### config.mk
export PLATFORM = sky130hd
export DESIGN_NAME = drd_decode
export DESIGN_NICKNAME = d
export VERILOG_FILES = /design/src/core/drd_pkg.sv /design/src/core/drd_wr_if.sv /design/src/core/drd_wr_mem.sv /design/src/core/drd_decode.sv
export SDC_FILE = /design/constraint.sdc
export NUM_CORES = 1
export LEC_CHECK = 0
export BUFFER_PORTS_ARGS = -buffer_cell sky130_fd_sc_hd__buf_2
export CORE_MARGIN = 3
export CORE_UTILIZATION = 45
export DETAILED_ROUTE_END_ITERATION = 16
export GPL_ROUTABILITY_DRIVEN = 0
export GPL_TIMING_DRIVEN = 0
export MAX_ROUTING_LAYER = met4
export PLACE_DENSITY = 0.68
export SYNTH_ARGS = -nofsm -noshare
export SYNTH_HDL_FRONTEND = slang
export SYNTH_HIERARCHICAL = 1
export SYNTH_SLANG_ARGS = --single-unit
### constraint.sdc
create_clock -name clock -period 3.8 [get_ports clock]
set_input_delay 0.38 -clock clock [delete_from_list [all_inputs] [get_ports clock]]
set_output_delay 0.38 -clock clock [all_outputs]
set_load 0.05 [all_outputs]
### src/core/drd_pkg.sv
`default_nettype none
package drd_pkg;
   localparam int          DATA_W          = 8;
   localparam int          REG_N           = 16;
   localparam int          RNUM_W          = 4;
   // Channel select encoding
   localparam logic        CH_A            = 1'b1;
   localparam logic        CH_B            = 1'b0;
   // Command register fields
   localparam int          PTR_LSB         = 0;
   localparam int          CMD_LSB         = 3;
   localparam logic [2:0]  CMD_POINT_HIGH  = 3'h1;
   localparam logic [3:0]  BANK_HIGH_OFS   = 4'h8;
   // Bus address fields
   localparam int          BUS_RNUM_LSB    = 1;
   localparam int          BUS_SEL_RIGHT   = 0;
   localparam int          BUS_SEL_LEFT    = 5;
   // Option bits
   localparam int          STAT_FIFO_BIT   = 2;
   localparam int          EXT_READ_BIT    = 6;
   // Register numbers, reset value and read source select
   localparam logic [3:0]  R_CMD           = 4'h0;
   localparam logic [3:0]  R_VECTOR        = 4'h2;
   localparam logic [3:0]  R_RX_PARAM      = 4'h3;
   localparam logic [3:0]  R_MISC_MODE     = 4'h4;
   localparam logic [3:0]  R_TX_PARAM      = 4'h5;
   localparam logic [3:0]  R_MASTER_INT    = 4'h9;
   localparam logic [3:0]  R_MISC_TX_RX    = 4'ha;
   localparam logic [3:0]  R_AUX           = 4'he;
   localparam logic [3:0]  R_EXT_INT       = 4'hf;
   localparam logic [3:0]  RD_BAUD_HIGH    = 4'hd;
   localparam logic [3:0]  RD_EXT_INT      = 4'hf;
   localparam logic [7:0]  RST_VAL         = 8'h00;
   typedef enum logic [1:0] {
      DRD_SRC_RR,
      DRD_SRC_WR,
      DRD_SRC_AUX
   } drd_src_t;
endpackage
`default_nettype wire

### src/core/drd_wr_if.sv
`timescale 1ns/1ps
`default_nettype none
interface drd_wr_if;
   logic                 we;
   logic                 ch;
   logic [3:0]           wnum;
   logic [7:0]           wdata;
   logic                 rch;
   logic [3:0]           rnum;
   logic [7:0]           rdata;
   modport ctrl (output we, ch, wnum, wdata, rch, rnum, input rdata);
   modport mem  (input we, ch, wnum, wdata, rch, rnum, output rdata);
endinterface
`default_nettype wire

### src/core/drd_wr_mem.sv
`timescale 1ns/1ps
`default_nettype none
// Write-register storage, one copy per channel; read data registered.
module drd_wr_mem (
   input  wire logic     clock,
   input  wire logic     sys_rst,
   drd_wr_if.mem         port
);
   logic [7:0] mem_q [0:1][0:15];
   logic [7:0] mem_d [0:1][0:15];
   logic [7:0] rd_q;
   logic [7:0] rd_d;

   always_comb begin
      mem_d = mem_q;
      if (port.we) begin
         mem_d[port.ch][port.wnum] = port.wdata;
      end
      rd_d = mem_q[port.rch][port.rnum];
   end

   always_ff @(posedge clock) begin
      if (sys_rst) begin
         for (int c = 0; c < 2; c++) begin
            for (int r = 0; r < 16; r++) begin
               mem_q[c][r] <= drd_pkg::RST_VAL;
            end
         end
         rd_q <= drd_pkg::RST_VAL;
      end else begin
         mem_q <= mem_d;
         rd_q  <= rd_d;
      end
   end

   assign port.rdata = rd_q;
endmodule // drd_wr_mem
`default_nettype wire

### src/core/drd_decode.sv
`timescale 1ns/1ps
`default_nettype none
// Behaviour
// - In pointer mode the low three command-register bits pick register 0-7.
// - The point-high command adds eight so the pointer reaches 8-15.
// - Without status FIFO, reads 4-7 alias 0-3 and 9, 11 read 13, 15.
// - Status FIFO bit in ext_int_control_reg makes 6 and 7 read themselves.
// - FIFO plus extended read show write regs 4, 5, 3, 10 and aux feature.
// - Shift-right takes number from lines 4..1 and channel from line 0.
// - Reset forces shift-left; channel from line 5, lines 7 and 6 ignored.
// - Vector and master interrupt registers exist once for both channels.
// - Decode mode is a single flag for both channels, changed only by command or reset.
module drd_decode (
   input  wire logic        clock,
   input  wire logic        sys_rst,
   input  wire logic        ptr_mode,
   input  wire logic        acc_valid,
   input  wire logic        acc_write,
   input  wire logic [7:0]  bus_addr,
   input  wire logic        ptr_ch,
   input  wire logic [7:0]  wdata,
   input  wire logic        shift_cmd_valid,
   input  wire logic        shift_right_set,
   input  wire logic [7:0]  rr_data_a,
   input  wire logic [7:0]  rr_data_b,
   output logic             rd_valid,
   output logic [7:0]       rdata,
   output logic             rr_ch,
   output logic [3:0]       rr_num,
   output logic             shift_right,
   output logic [2:0]       reg_pointer,
   output logic             point_high
);
   drd_wr_if wr ();

   logic             shr_q, shr_d;
   logic [2:0]       ptr_q, ptr_d;
   logic             ph_q, ph_d;
   logic [7:0]       vec_q, vec_d;
   logic [7:0]       mic_q, mic_d;
   logic [7:0]       eic_q [0:1];
   logic [7:0]       eic_d [0:1];
   logic [7:0]       aux_q [0:1];
   logic [7:0]       aux_d [0:1];
   logic             rv_q, rv_d;
   drd_pkg::drd_src_t src_q, src_d;
   logic [7:0]       sh_q, sh_d;
   logic             ch;
   logic [3:0]       num;
   logic [3:0]       rnum;
   drd_pkg::drd_src_t src;
   logic [7:0]       shared_v;
   logic             fifo_en, ext_en;

   // Register number from the current pointer state
   function automatic logic [3:0] ptr_num(input logic [2:0] p, input logic h);
      ptr_num = {1'b0, p} + (h ? drd_pkg::BANK_HIGH_OFS : 4'h0);
   endfunction

   always_comb begin
      if (ptr_mode) begin
         ch  = ptr_ch;
         num = ptr_num(ptr_q, ph_q);
      end else if (shr_q) begin
         ch  = bus_addr[drd_pkg::BUS_SEL_RIGHT];
         num = bus_addr[drd_pkg::BUS_RNUM_LSB +: 4];
      end else begin
         ch  = bus_addr[drd_pkg::BUS_SEL_LEFT];
         num = bus_addr[drd_pkg::BUS_RNUM_LSB +: 4];
      end
   end

   // Read remap; channel index 1 is channel A
   always_comb begin
      fifo_en = eic_q[ch][drd_pkg::STAT_FIFO_BIT];
      ext_en  = fifo_en && aux_q[ch][drd_pkg::EXT_READ_BIT];
      rnum    = num;
      src     = drd_pkg::DRD_SRC_RR;
      shared_v = 8'h00;
      case (num)
         4'h4, 4'h5: begin
            if (ext_en) begin
               src = drd_pkg::DRD_SRC_WR;
            end else begin
               rnum = num - 4'h4;
            end
         end
         4'h6, 4'h7: begin
            if (!fifo_en) begin
               rnum = num - 4'h4;
            end
         end
         4'h9: begin
            if (ext_en) begin
               src  = drd_pkg::DRD_SRC_WR;
               rnum = drd_pkg::R_RX_PARAM;
            end else begin
               rnum = drd_pkg::RD_BAUD_HIGH;
            end
         end
         4'hb: begin
            if (ext_en) begin
               src  = drd_pkg::DRD_SRC_WR;
               rnum = drd_pkg::R_MISC_TX_RX;
            end else begin
               rnum = drd_pkg::RD_EXT_INT;
            end
         end
         4'he: begin
            if (ext_en) begin
               src = drd_pkg::DRD_SRC_AUX;
            end
         end
         default: begin
            rnum = num;
         end
      endcase
      if (rnum == drd_pkg::R_VECTOR) begin
         shared_v = vec_q;
      end
   end

   assign wr.we    = acc_valid && acc_write;
   assign wr.ch    = ch;
   assign wr.wnum  = num;
   assign wr.wdata = wdata;
   assign wr.rch   = ch;
   assign wr.rnum  = rnum;

   drd_wr_mem u_mem (
      .clock   (clock),
      .sys_rst (sys_rst),
      .port    (wr)
   );

   always_comb begin
      shr_d = shr_q;
      ptr_d = ptr_q;
      ph_d  = ph_q;
      vec_d = vec_q;
      mic_d = mic_q;
      eic_d = eic_q;
      aux_d = aux_q;
      if (shift_cmd_valid) begin
         shr_d = shift_right_set;
      end
      if (acc_valid) begin
         ptr_d = 3'h0;
         ph_d  = 1'b0;
      end
      if (acc_valid && acc_write) begin
         case (num)
            drd_pkg::R_CMD: begin
               // Command register write sets the pointer for next access
               ptr_d = wdata[drd_pkg::PTR_LSB +: 3];
               ph_d  = (wdata[drd_pkg::CMD_LSB +: 3]
                        == drd_pkg::CMD_POINT_HIGH);
            end
            drd_pkg::R_VECTOR:     vec_d = wdata;
            drd_pkg::R_MASTER_INT: mic_d = wdata;
            drd_pkg::R_EXT_INT:    eic_d[ch] = wdata;
            drd_pkg::R_AUX: begin
               // Aux shares the slot; written only with bit 0 of ext
               if (eic_q[ch][0]) begin
                  aux_d[ch] = wdata;
               end
            end
            default: ;
         endcase
      end
      rv_d  = acc_valid && !acc_write;
      src_d = src;
      sh_d  = (src == drd_pkg::DRD_SRC_AUX) ? aux_q[ch] : shared_v;
   end

   always_ff @(posedge clock) begin
      if (sys_rst) begin
         shr_q <= 1'b0;
         ptr_q <= 3'h0;
         ph_q  <= 1'b0;
         vec_q <= drd_pkg::RST_VAL;
         mic_q <= drd_pkg::RST_VAL;
         eic_q <= '{default: drd_pkg::RST_VAL};
         aux_q <= '{default: drd_pkg::RST_VAL};
         rv_q  <= 1'b0;
         src_q <= drd_pkg::DRD_SRC_RR;
         sh_q  <= drd_pkg::RST_VAL;
      end else begin
         shr_q <= shr_d;
         ptr_q <= ptr_d;
         ph_q  <= ph_d;
         vec_q <= vec_d;
         mic_q <= mic_d;
         eic_q <= eic_d;
         aux_q <= aux_d;
         rv_q  <= rv_d;
         src_q <= src_d;
         sh_q  <= sh_d;
      end
   end

   // Live status sampled in the access cycle, presented next cycle
   logic [7:0] rr_q, rr_d;
   always_comb begin
      rr_d = (ch == drd_pkg::CH_A) ? rr_data_a : rr_data_b;
   end
   always_ff @(posedge clock) begin
      if (sys_rst) begin
         rr_q <= drd_pkg::RST_VAL;
      end else begin
         rr_q <= rr_d;
      end
   end

   always_comb begin
      case (src_q)
         drd_pkg::DRD_SRC_WR:  rdata = wr.rdata;
         drd_pkg::DRD_SRC_AUX: rdata = sh_q;
         default:              rdata = rr_q;
      endcase
   end

   assign rd_valid    = rv_q;
   assign rr_ch       = ch;
   assign rr_num      = rnum;
   assign shift_right = shr_q;
   assign reg_pointer = ptr_q;
   assign point_high  = ph_q;
endmodule // drd_decode
`default_nettype wire

==> results_dict.tcl, run 1 <==
set metrics [dict create \
    status "complete, no violations" \
    irDropWorstVdd_uv 348 \
    antenna_found_initial 0 \
    skew_ns 0.0178 \
    initial_core_util_pct 46.2 \
    routed_wl_mm 46.3 \
    hpwl_mm 32.1 \
    numCtsBuffers 34 \
    setup_viol 0 \
    p_total_w 0.00762 \
    syn_nets 1568 \
    drv_slew 0 \
    synth-seq-area-share_pct 44.3 \
    drtPass1Iterations 6 \
    num-fill-cells 2784 \
    layout_commonest_cell "dfxtp_1" \
    multi_input_area_um2 7230 \
    clk_pin_slew_worst_paths_ns 0.06 \
    drive_gt1_share_pct 13.5 \
    yosysWarningCount 6 \
    finalCritPeriodShare_pct 96.2 \
    ys_seq_elements 316 \
    num-nets-final 1659 \
    p_per_area_nw_per_um2 468 \
    clock-sinks 316 \
    p_leak_nw 6.04 \
    n_antenna_cell 0 \
    worst_setup_path_end_kind "register" \
    worst_pin_slew_ns 1.18 \
    yosysUniqueCellTypes 60 \
    io_buffer_count 55 \
    r2r_start "shift_right$_SDFFE_PP0P_" \
    criticalPathCategory "register to register" \
    cts-hold-fix-buffers 0 \
    hold_path_class "input port to register" \
    hp-start "acc_write" \
    rows 64 \
    finalWorstSetupSlack_ns 0.143 \
    finish.utilization_pct 52.7 \
    async_flop_share_pct 0 \
    synth_flop_cell "dfxtp_1" \
    worstPathRequired_ns 4.14 \
    grt_first_pass_wirelength_mm 69.2 \
    postRouteAntennaNets 0 \
    via_count 12300 \
    fin_crit_ns 3.66 \
    timing.rr.end "u_mem/port.rdata[3]$_SDFF_PP0_" \
    synth_edf_count 0 \
    drtIter0Drc 1283 \
    insertion_delay_ns 0.52 \
    fp.dieW_um 184 \
    fp.coreArea_um2 30900 \
    cts_htree_levels 2 \
    rr_worst_depth 10 \
    pre_cts_slack_ns -0.235 \
    fp.dieH_um 184 \
    viasPerCell 6.04 \
    synthCells 1522 \
    grt_max_degree 16 \
    dieArea_um2 33900 \
    route.detailed.wl_per_inst_um 22.8 \
    crit_fanout 19 \
    cts_buffer_depth 3 \
    syn_avg_cell_area_um2 9.38 \
    finalHoldViolations 0 \
    hold_ws_ns 0.0387 \
    cts_tree "yes" \
    arrival_ns 4.00 \
    grt_pass1_vias 11700 \
    area_growth_pct 14.0 \
    drc 0 \
    rsz0062_at_grt "no" \
    synthesis.area_um2 14300 \
    drv_cap 0 \
    pin_count 59 \
    worstHoldEndpoint "rd_valid$_SDFF_PP0_" \
    r2r_setup_slack_ns 0.14 \
    fmax_mhz 273 \
    grt.total_usage_pct 27.5 \
    layout_common_cells "dfxtp_1, nand2_1, a21oi_1" \
    holdPathStages 2 \
    slew_headroom_pct 21.5 \
    crit_path_start_kind "register" \
    grt_overflow 0 \
    cts-root-buf "clkbuf_16" \
    seq_area_um2 6330 \
]
## cell families after synthesis
group	after synthesis	share of synthesized area, %
fa+ha+maj	6	0.526
buf+inv	150	5.21
simple gates	489	15.1
mux	229	21.8
flops	316	44.3
compound gates	332	13.1
## report_power, final
group / internal [W] / switching, W / leakage, nW / total, W
registers: 0.00334 / 0.0000142 / 2.55 / 0.00336
logic: 0.000188 / 0.000497 / 2.90 / 0.000685
clock network: 0.00224 / 0.00134 / 0.590 / 0.00358
## what timing repair did
item / CTS / global route
setup buffers: 0 / 1
hold endpoints to repair: 0 / 0
resized for setup: 0 / 2
setup endpoints to repair: 0 / 8
## final cells by class
cell class	count	area share, %
buffer	135	4.23
timing repair buffer	56	1.74
clock buffer	45	5.85
multi-input combinational	1056	44.4
tap	396	3.04
inverter	14	0.323
sequential	316	38.8
clock inverter	14	1.54
## metrics by stage
stage	cells	instance area [um2]	setup TNS [ns]
floorplan	1522	14300	0
global placement	1973	15100	-1.14
detailed placement	1973	15100	-1.54
CTS	2032	16300	0
global route	2032	16300	0
finish	2032	16300	0
## synthesized netlist by cell type (6+ instances only)
| library cell | instances | area, um2 |
|---|---|---|
| dfxtp_1 | 316 | 6330 |
| nand2_1 | 212 | 796 |
| a21oi_1 | 172 | 861 |
| mux2i_1 | 167 | 1670 |
| nor2_1 | 149 | 559 |
| o21ai_0 | 94 | 470 |
| nand3_1 | 85 | 425 |
| clkbuf_1 | 76 | 285 |
| buf_2 | 35 | 175 |
| mux4_2 | 33 | 743 |
| mux4_1 | 23 | 604 |
| a22oi_1 | 20 | 150 |
| inv_1 | 10 | 37.5 |
| a31oi_1 | 9 | 56.3 |
| buf_4 | 9 | 67.6 |
| a221o_1 | 8 | 80.1 |
| buf_6 | 8 | 90.1 |
| nor2b_1 | 8 | 50.1 |
| o2bb2ai_1 | 7 | 61.3 |
| a221oi_1 | 6 | 52.6 |
| ha_1 | 6 | 75.1 |
## per-layer routing
metal	track usage (%)	up-vias	routed length, um
li1	-	5574	-
met1	35.7	5954	19000
met2	42.3	617	21000
met3	4.48	131	4060
met4	12.4	0	2170
met5	-	-	0
## flip-flops by register name, summed over array words and instances (netlist names)
name and cells:
u_mem/port.rdata 8, sh_q 8, reg_pointer 3, shift_right 1, rd_valid 1, vec_q 8, eic_q 4, point_high 1
u_mem/mem_q 256, rr_q 8, aux_q 16, src_q 2
## critical path: stages (launching register included)
cell and delay, ns:
dfxtp_1 0.39, mux2_2 0.39, mux2i_4 0.33, mux2_4 0.36, o21ai_2 0.21, buf_4 0.38
buf_6 0.23, buf_2 0.33, mux4_2 0.38, a22oi_1 0.29, a31oi_1 0.18
## how the worst max path moves through the flow
stage	start	to	cells past startpoint
6_report	shift_right$_SDFFE_PP0P_	u_mem/port.rdata[3]$_SDFF_PP0_	10
5_1_grt	shift_right$_SDFFE_PP0P_	u_mem/port.rdata[3]$_SDFF_PP0_	10
4_1_cts	shift_right$_SDFFE_PP0P_	u_mem/port.rdata[5]$_SDFF_PP0_	10
3_5_place_dp	ptr_mode	u_mem/port.rdata[4]$_SDFF_PP0_	12
3_3_place_gp	ptr_mode	u_mem/port.rdata[4]$_SDFF_PP0_	12
2_1_floorplan	shift_right$_SDFFE_PP0P_	u_mem/port.rdata[6]$_SDFF_PP0_	10
Power figures use the tool's default switching activity.
==> inputs of run 2 (changes only) <==
- PLACE_DENSITY: 0.68 -> default
==> run 2 against run 1 <==
Compared with the run above: worst setup slack worse by 0.042 ns; clock skew decreased by 0.0039 ns; clock power fell by 7.0%; sequential share of layout area grew 0.21 points; die area unchanged; final area is 0.55% lower; critical path type unchanged.
==> results_dict.tcl, run 2 (synthesis gave the netlist of run 1 again) <==
set metrics [dict create \
    status "complete, no violations" \
    finalWorstSetupSlack_ns 0.101 \
    numCtsBuffers 35 \
    drv_slew 0 \
    drtIter0Drc 1131 \
    fp.dieH_um 184 \
    fmax_mhz 270 \
    finalCritPeriodShare_pct 97.3 \
    clk_pin_slew_worst_paths_ns 0.06 \
    cts-root-buf "clkbuf_16" \
    layout_commonest_cell "dfxtp_1" \
    pre_cts_slack_ns -0.225 \
    area_growth_pct 13.4 \
    crit_fanout 19 \
    p_total_w 0.00738 \
    hp-start "acc_write" \
    multi_input_area_um2 7230 \
    n_antenna_cell 0 \
    via_count 12100 \
    num-fill-cells 2923 \
    timing.rr.end "u_mem/port.rdata[4]$_SDFF_PP0_" \
    antenna_found_initial 0 \
    viasPerCell 5.98 \
    initial_core_util_pct 46.2 \
    worstPathRequired_ns 4.16 \
    criticalPathCategory "register to register" \
    cts-hold-fix-buffers 0 \
    worstHoldEndpoint "rd_valid$_SDFF_PP0_" \
    pin_count 59 \
    num-nets-final 1661 \
    r2r_setup_slack_ns 0.10 \
    top_usage_layer "met2" \
    grt_max_degree 20 \
    finish.utilization_pct 52.4 \
    arrival_ns 4.06 \
    route.detailed.wl_per_inst_um 23.6 \
    worst_setup_path_end_kind "register" \
    grt_first_pass_wirelength_mm 72.0 \
    hpwl_mm 33.4 \
    hold_ws_ns 0.0419 \
    skew_ns 0.0138 \
    drv_cap 0 \
    grt_util_met1_pct 38.0 \
    slew_headroom_pct 16.8 \
    layout_common_cells "dfxtp_1, nand2_1, a21oi_1" \
    use_met3_pct 5.11 \
    dieArea_um2 33900 \
    fin_crit_ns 3.70 \
    worst_pin_slew_ns 1.25 \
    rr_worst_depth 10 \
    irDropWorstVdd_uv 265 \
    grt.total_usage_pct 28.9 \
    finalHoldViolations 0 \
    rsz0062_at_grt "no" \
    insertion_delay_ns 0.51 \
    largestRegisters "u_mem/mem_q: 256 flops, aux_q: 16 flops" \
    grt_overflow 0 \
    holdPathStages 2 \
    drc 0 \
    clock-sinks 316 \
    grt_pass1_vias 11500 \
    regMostFlops "u_mem/mem_q" \
    cts_htree_levels 2 \
    largest_register_ffs 256 \
    p_per_area_nw_per_um2 456 \
    crit_path_start_kind "register" \
    cts_tree "yes" \
    fp.coreArea_um2 30900 \
    drtPass1Iterations 5 \
    seq_area_um2 6330 \
    rows 64 \
    routed_wl_mm 47.9 \
    drive_gt1_share_pct 13.3 \
    cts_buffer_depth 3 \
    grtUsageMet2_pct 44.9 \
    io_buffer_count 55 \
    r2r_start "shift_right$_SDFFE_PP0P_" \
    hold_path_class "input port to register" \
    setup_viol 0 \
    postRouteAntennaNets 0 \
    fp.dieW_um 184 \
    p_leak_nw 6.00 \
]
## run 2: cell count changes in the layout (fill, tap and decap cells not counted), sizes merged
cell      delta
clkbuf       +6
bufinv       -5
buf          +2
clkinv       -2
clkinvlp     -1
inv          -1
## run 2: per-layer routing
metal  up-vias  part of all wire, %
met4         0                  4.0
met2       545                   45
li1       5570                    -
met1      5909                   42
met3       120                  8.7
met5         -                    0
## run 2: repair_timing
action                                  in CTS  in global routing
endpoints found under the setup margin       1                 23
pin swaps                                    0                  1
gates resized for setup                      0                  1
buffers inserted                             0                  3
## run 2: critical path: stages (launching register included)
cell	delay (ns)
dfxtp_1	0.40
mux2_2	0.39
mux2i_4	0.35
mux2_4	0.36
o21ai_2	0.21
buf_4	0.40
buf_6	0.23
buf_2	0.34
mux4_2	0.37
a22oi_1	0.31
a31oi_1	0.17
## run 2: how the worst max path moves through the flow
stage,startpoint,to,slack [ns]
6_report,shift_right$_SDFFE_PP0P_,u_mem/port.rdata[4]$_SDFF_PP0_,0.10
5_1_grt,shift_right$_SDFFE_PP0P_,u_mem/port.rdata[3]$_SDFF_PP0_,0.009
4_1_cts,shift_right$_SDFFE_PP0P_,u_mem/port.rdata[2]$_SDFF_PP0_,0.07
3_5_place_dp,ptr_mode,u_mem/port.rdata[2]$_SDFF_PP0_,-0.23
3_3_place_gp,ptr_mode,u_mem/port.rdata[2]$_SDFF_PP0_,-0.23
2_1_floorplan,shift_right$_SDFFE_PP0P_,u_mem/port.rdata[6]$_SDFF_PP0_,0.18
## run 2: cell type report
type	count	area share, %
clock inverters	5	0.463
plain buffers	134	4.22
inverters	14	0.324
clock buffers	52	6.37
repair buffers	58	1.84
flip-flops and latches	316	39.1
well taps	396	3.06
multi-input cells	1056	44.7
## run 2: stage by stage
stage	setup TNS [ns]	instances	cell area, um2
final	0	2031	16200
after floorplan	0	1522	14300
after CTS	0	2029	16200
after global placement	-1.21	1973	15100
after detailed placement	-1.24	1973	15100
after global routing	0	2031	16200
## run 2: power breakdown
group          internal (W)  switching (W)
combinational      0.000188       0.000502
sequential          0.00335      0.0000148
clock               0.00200        0.00133
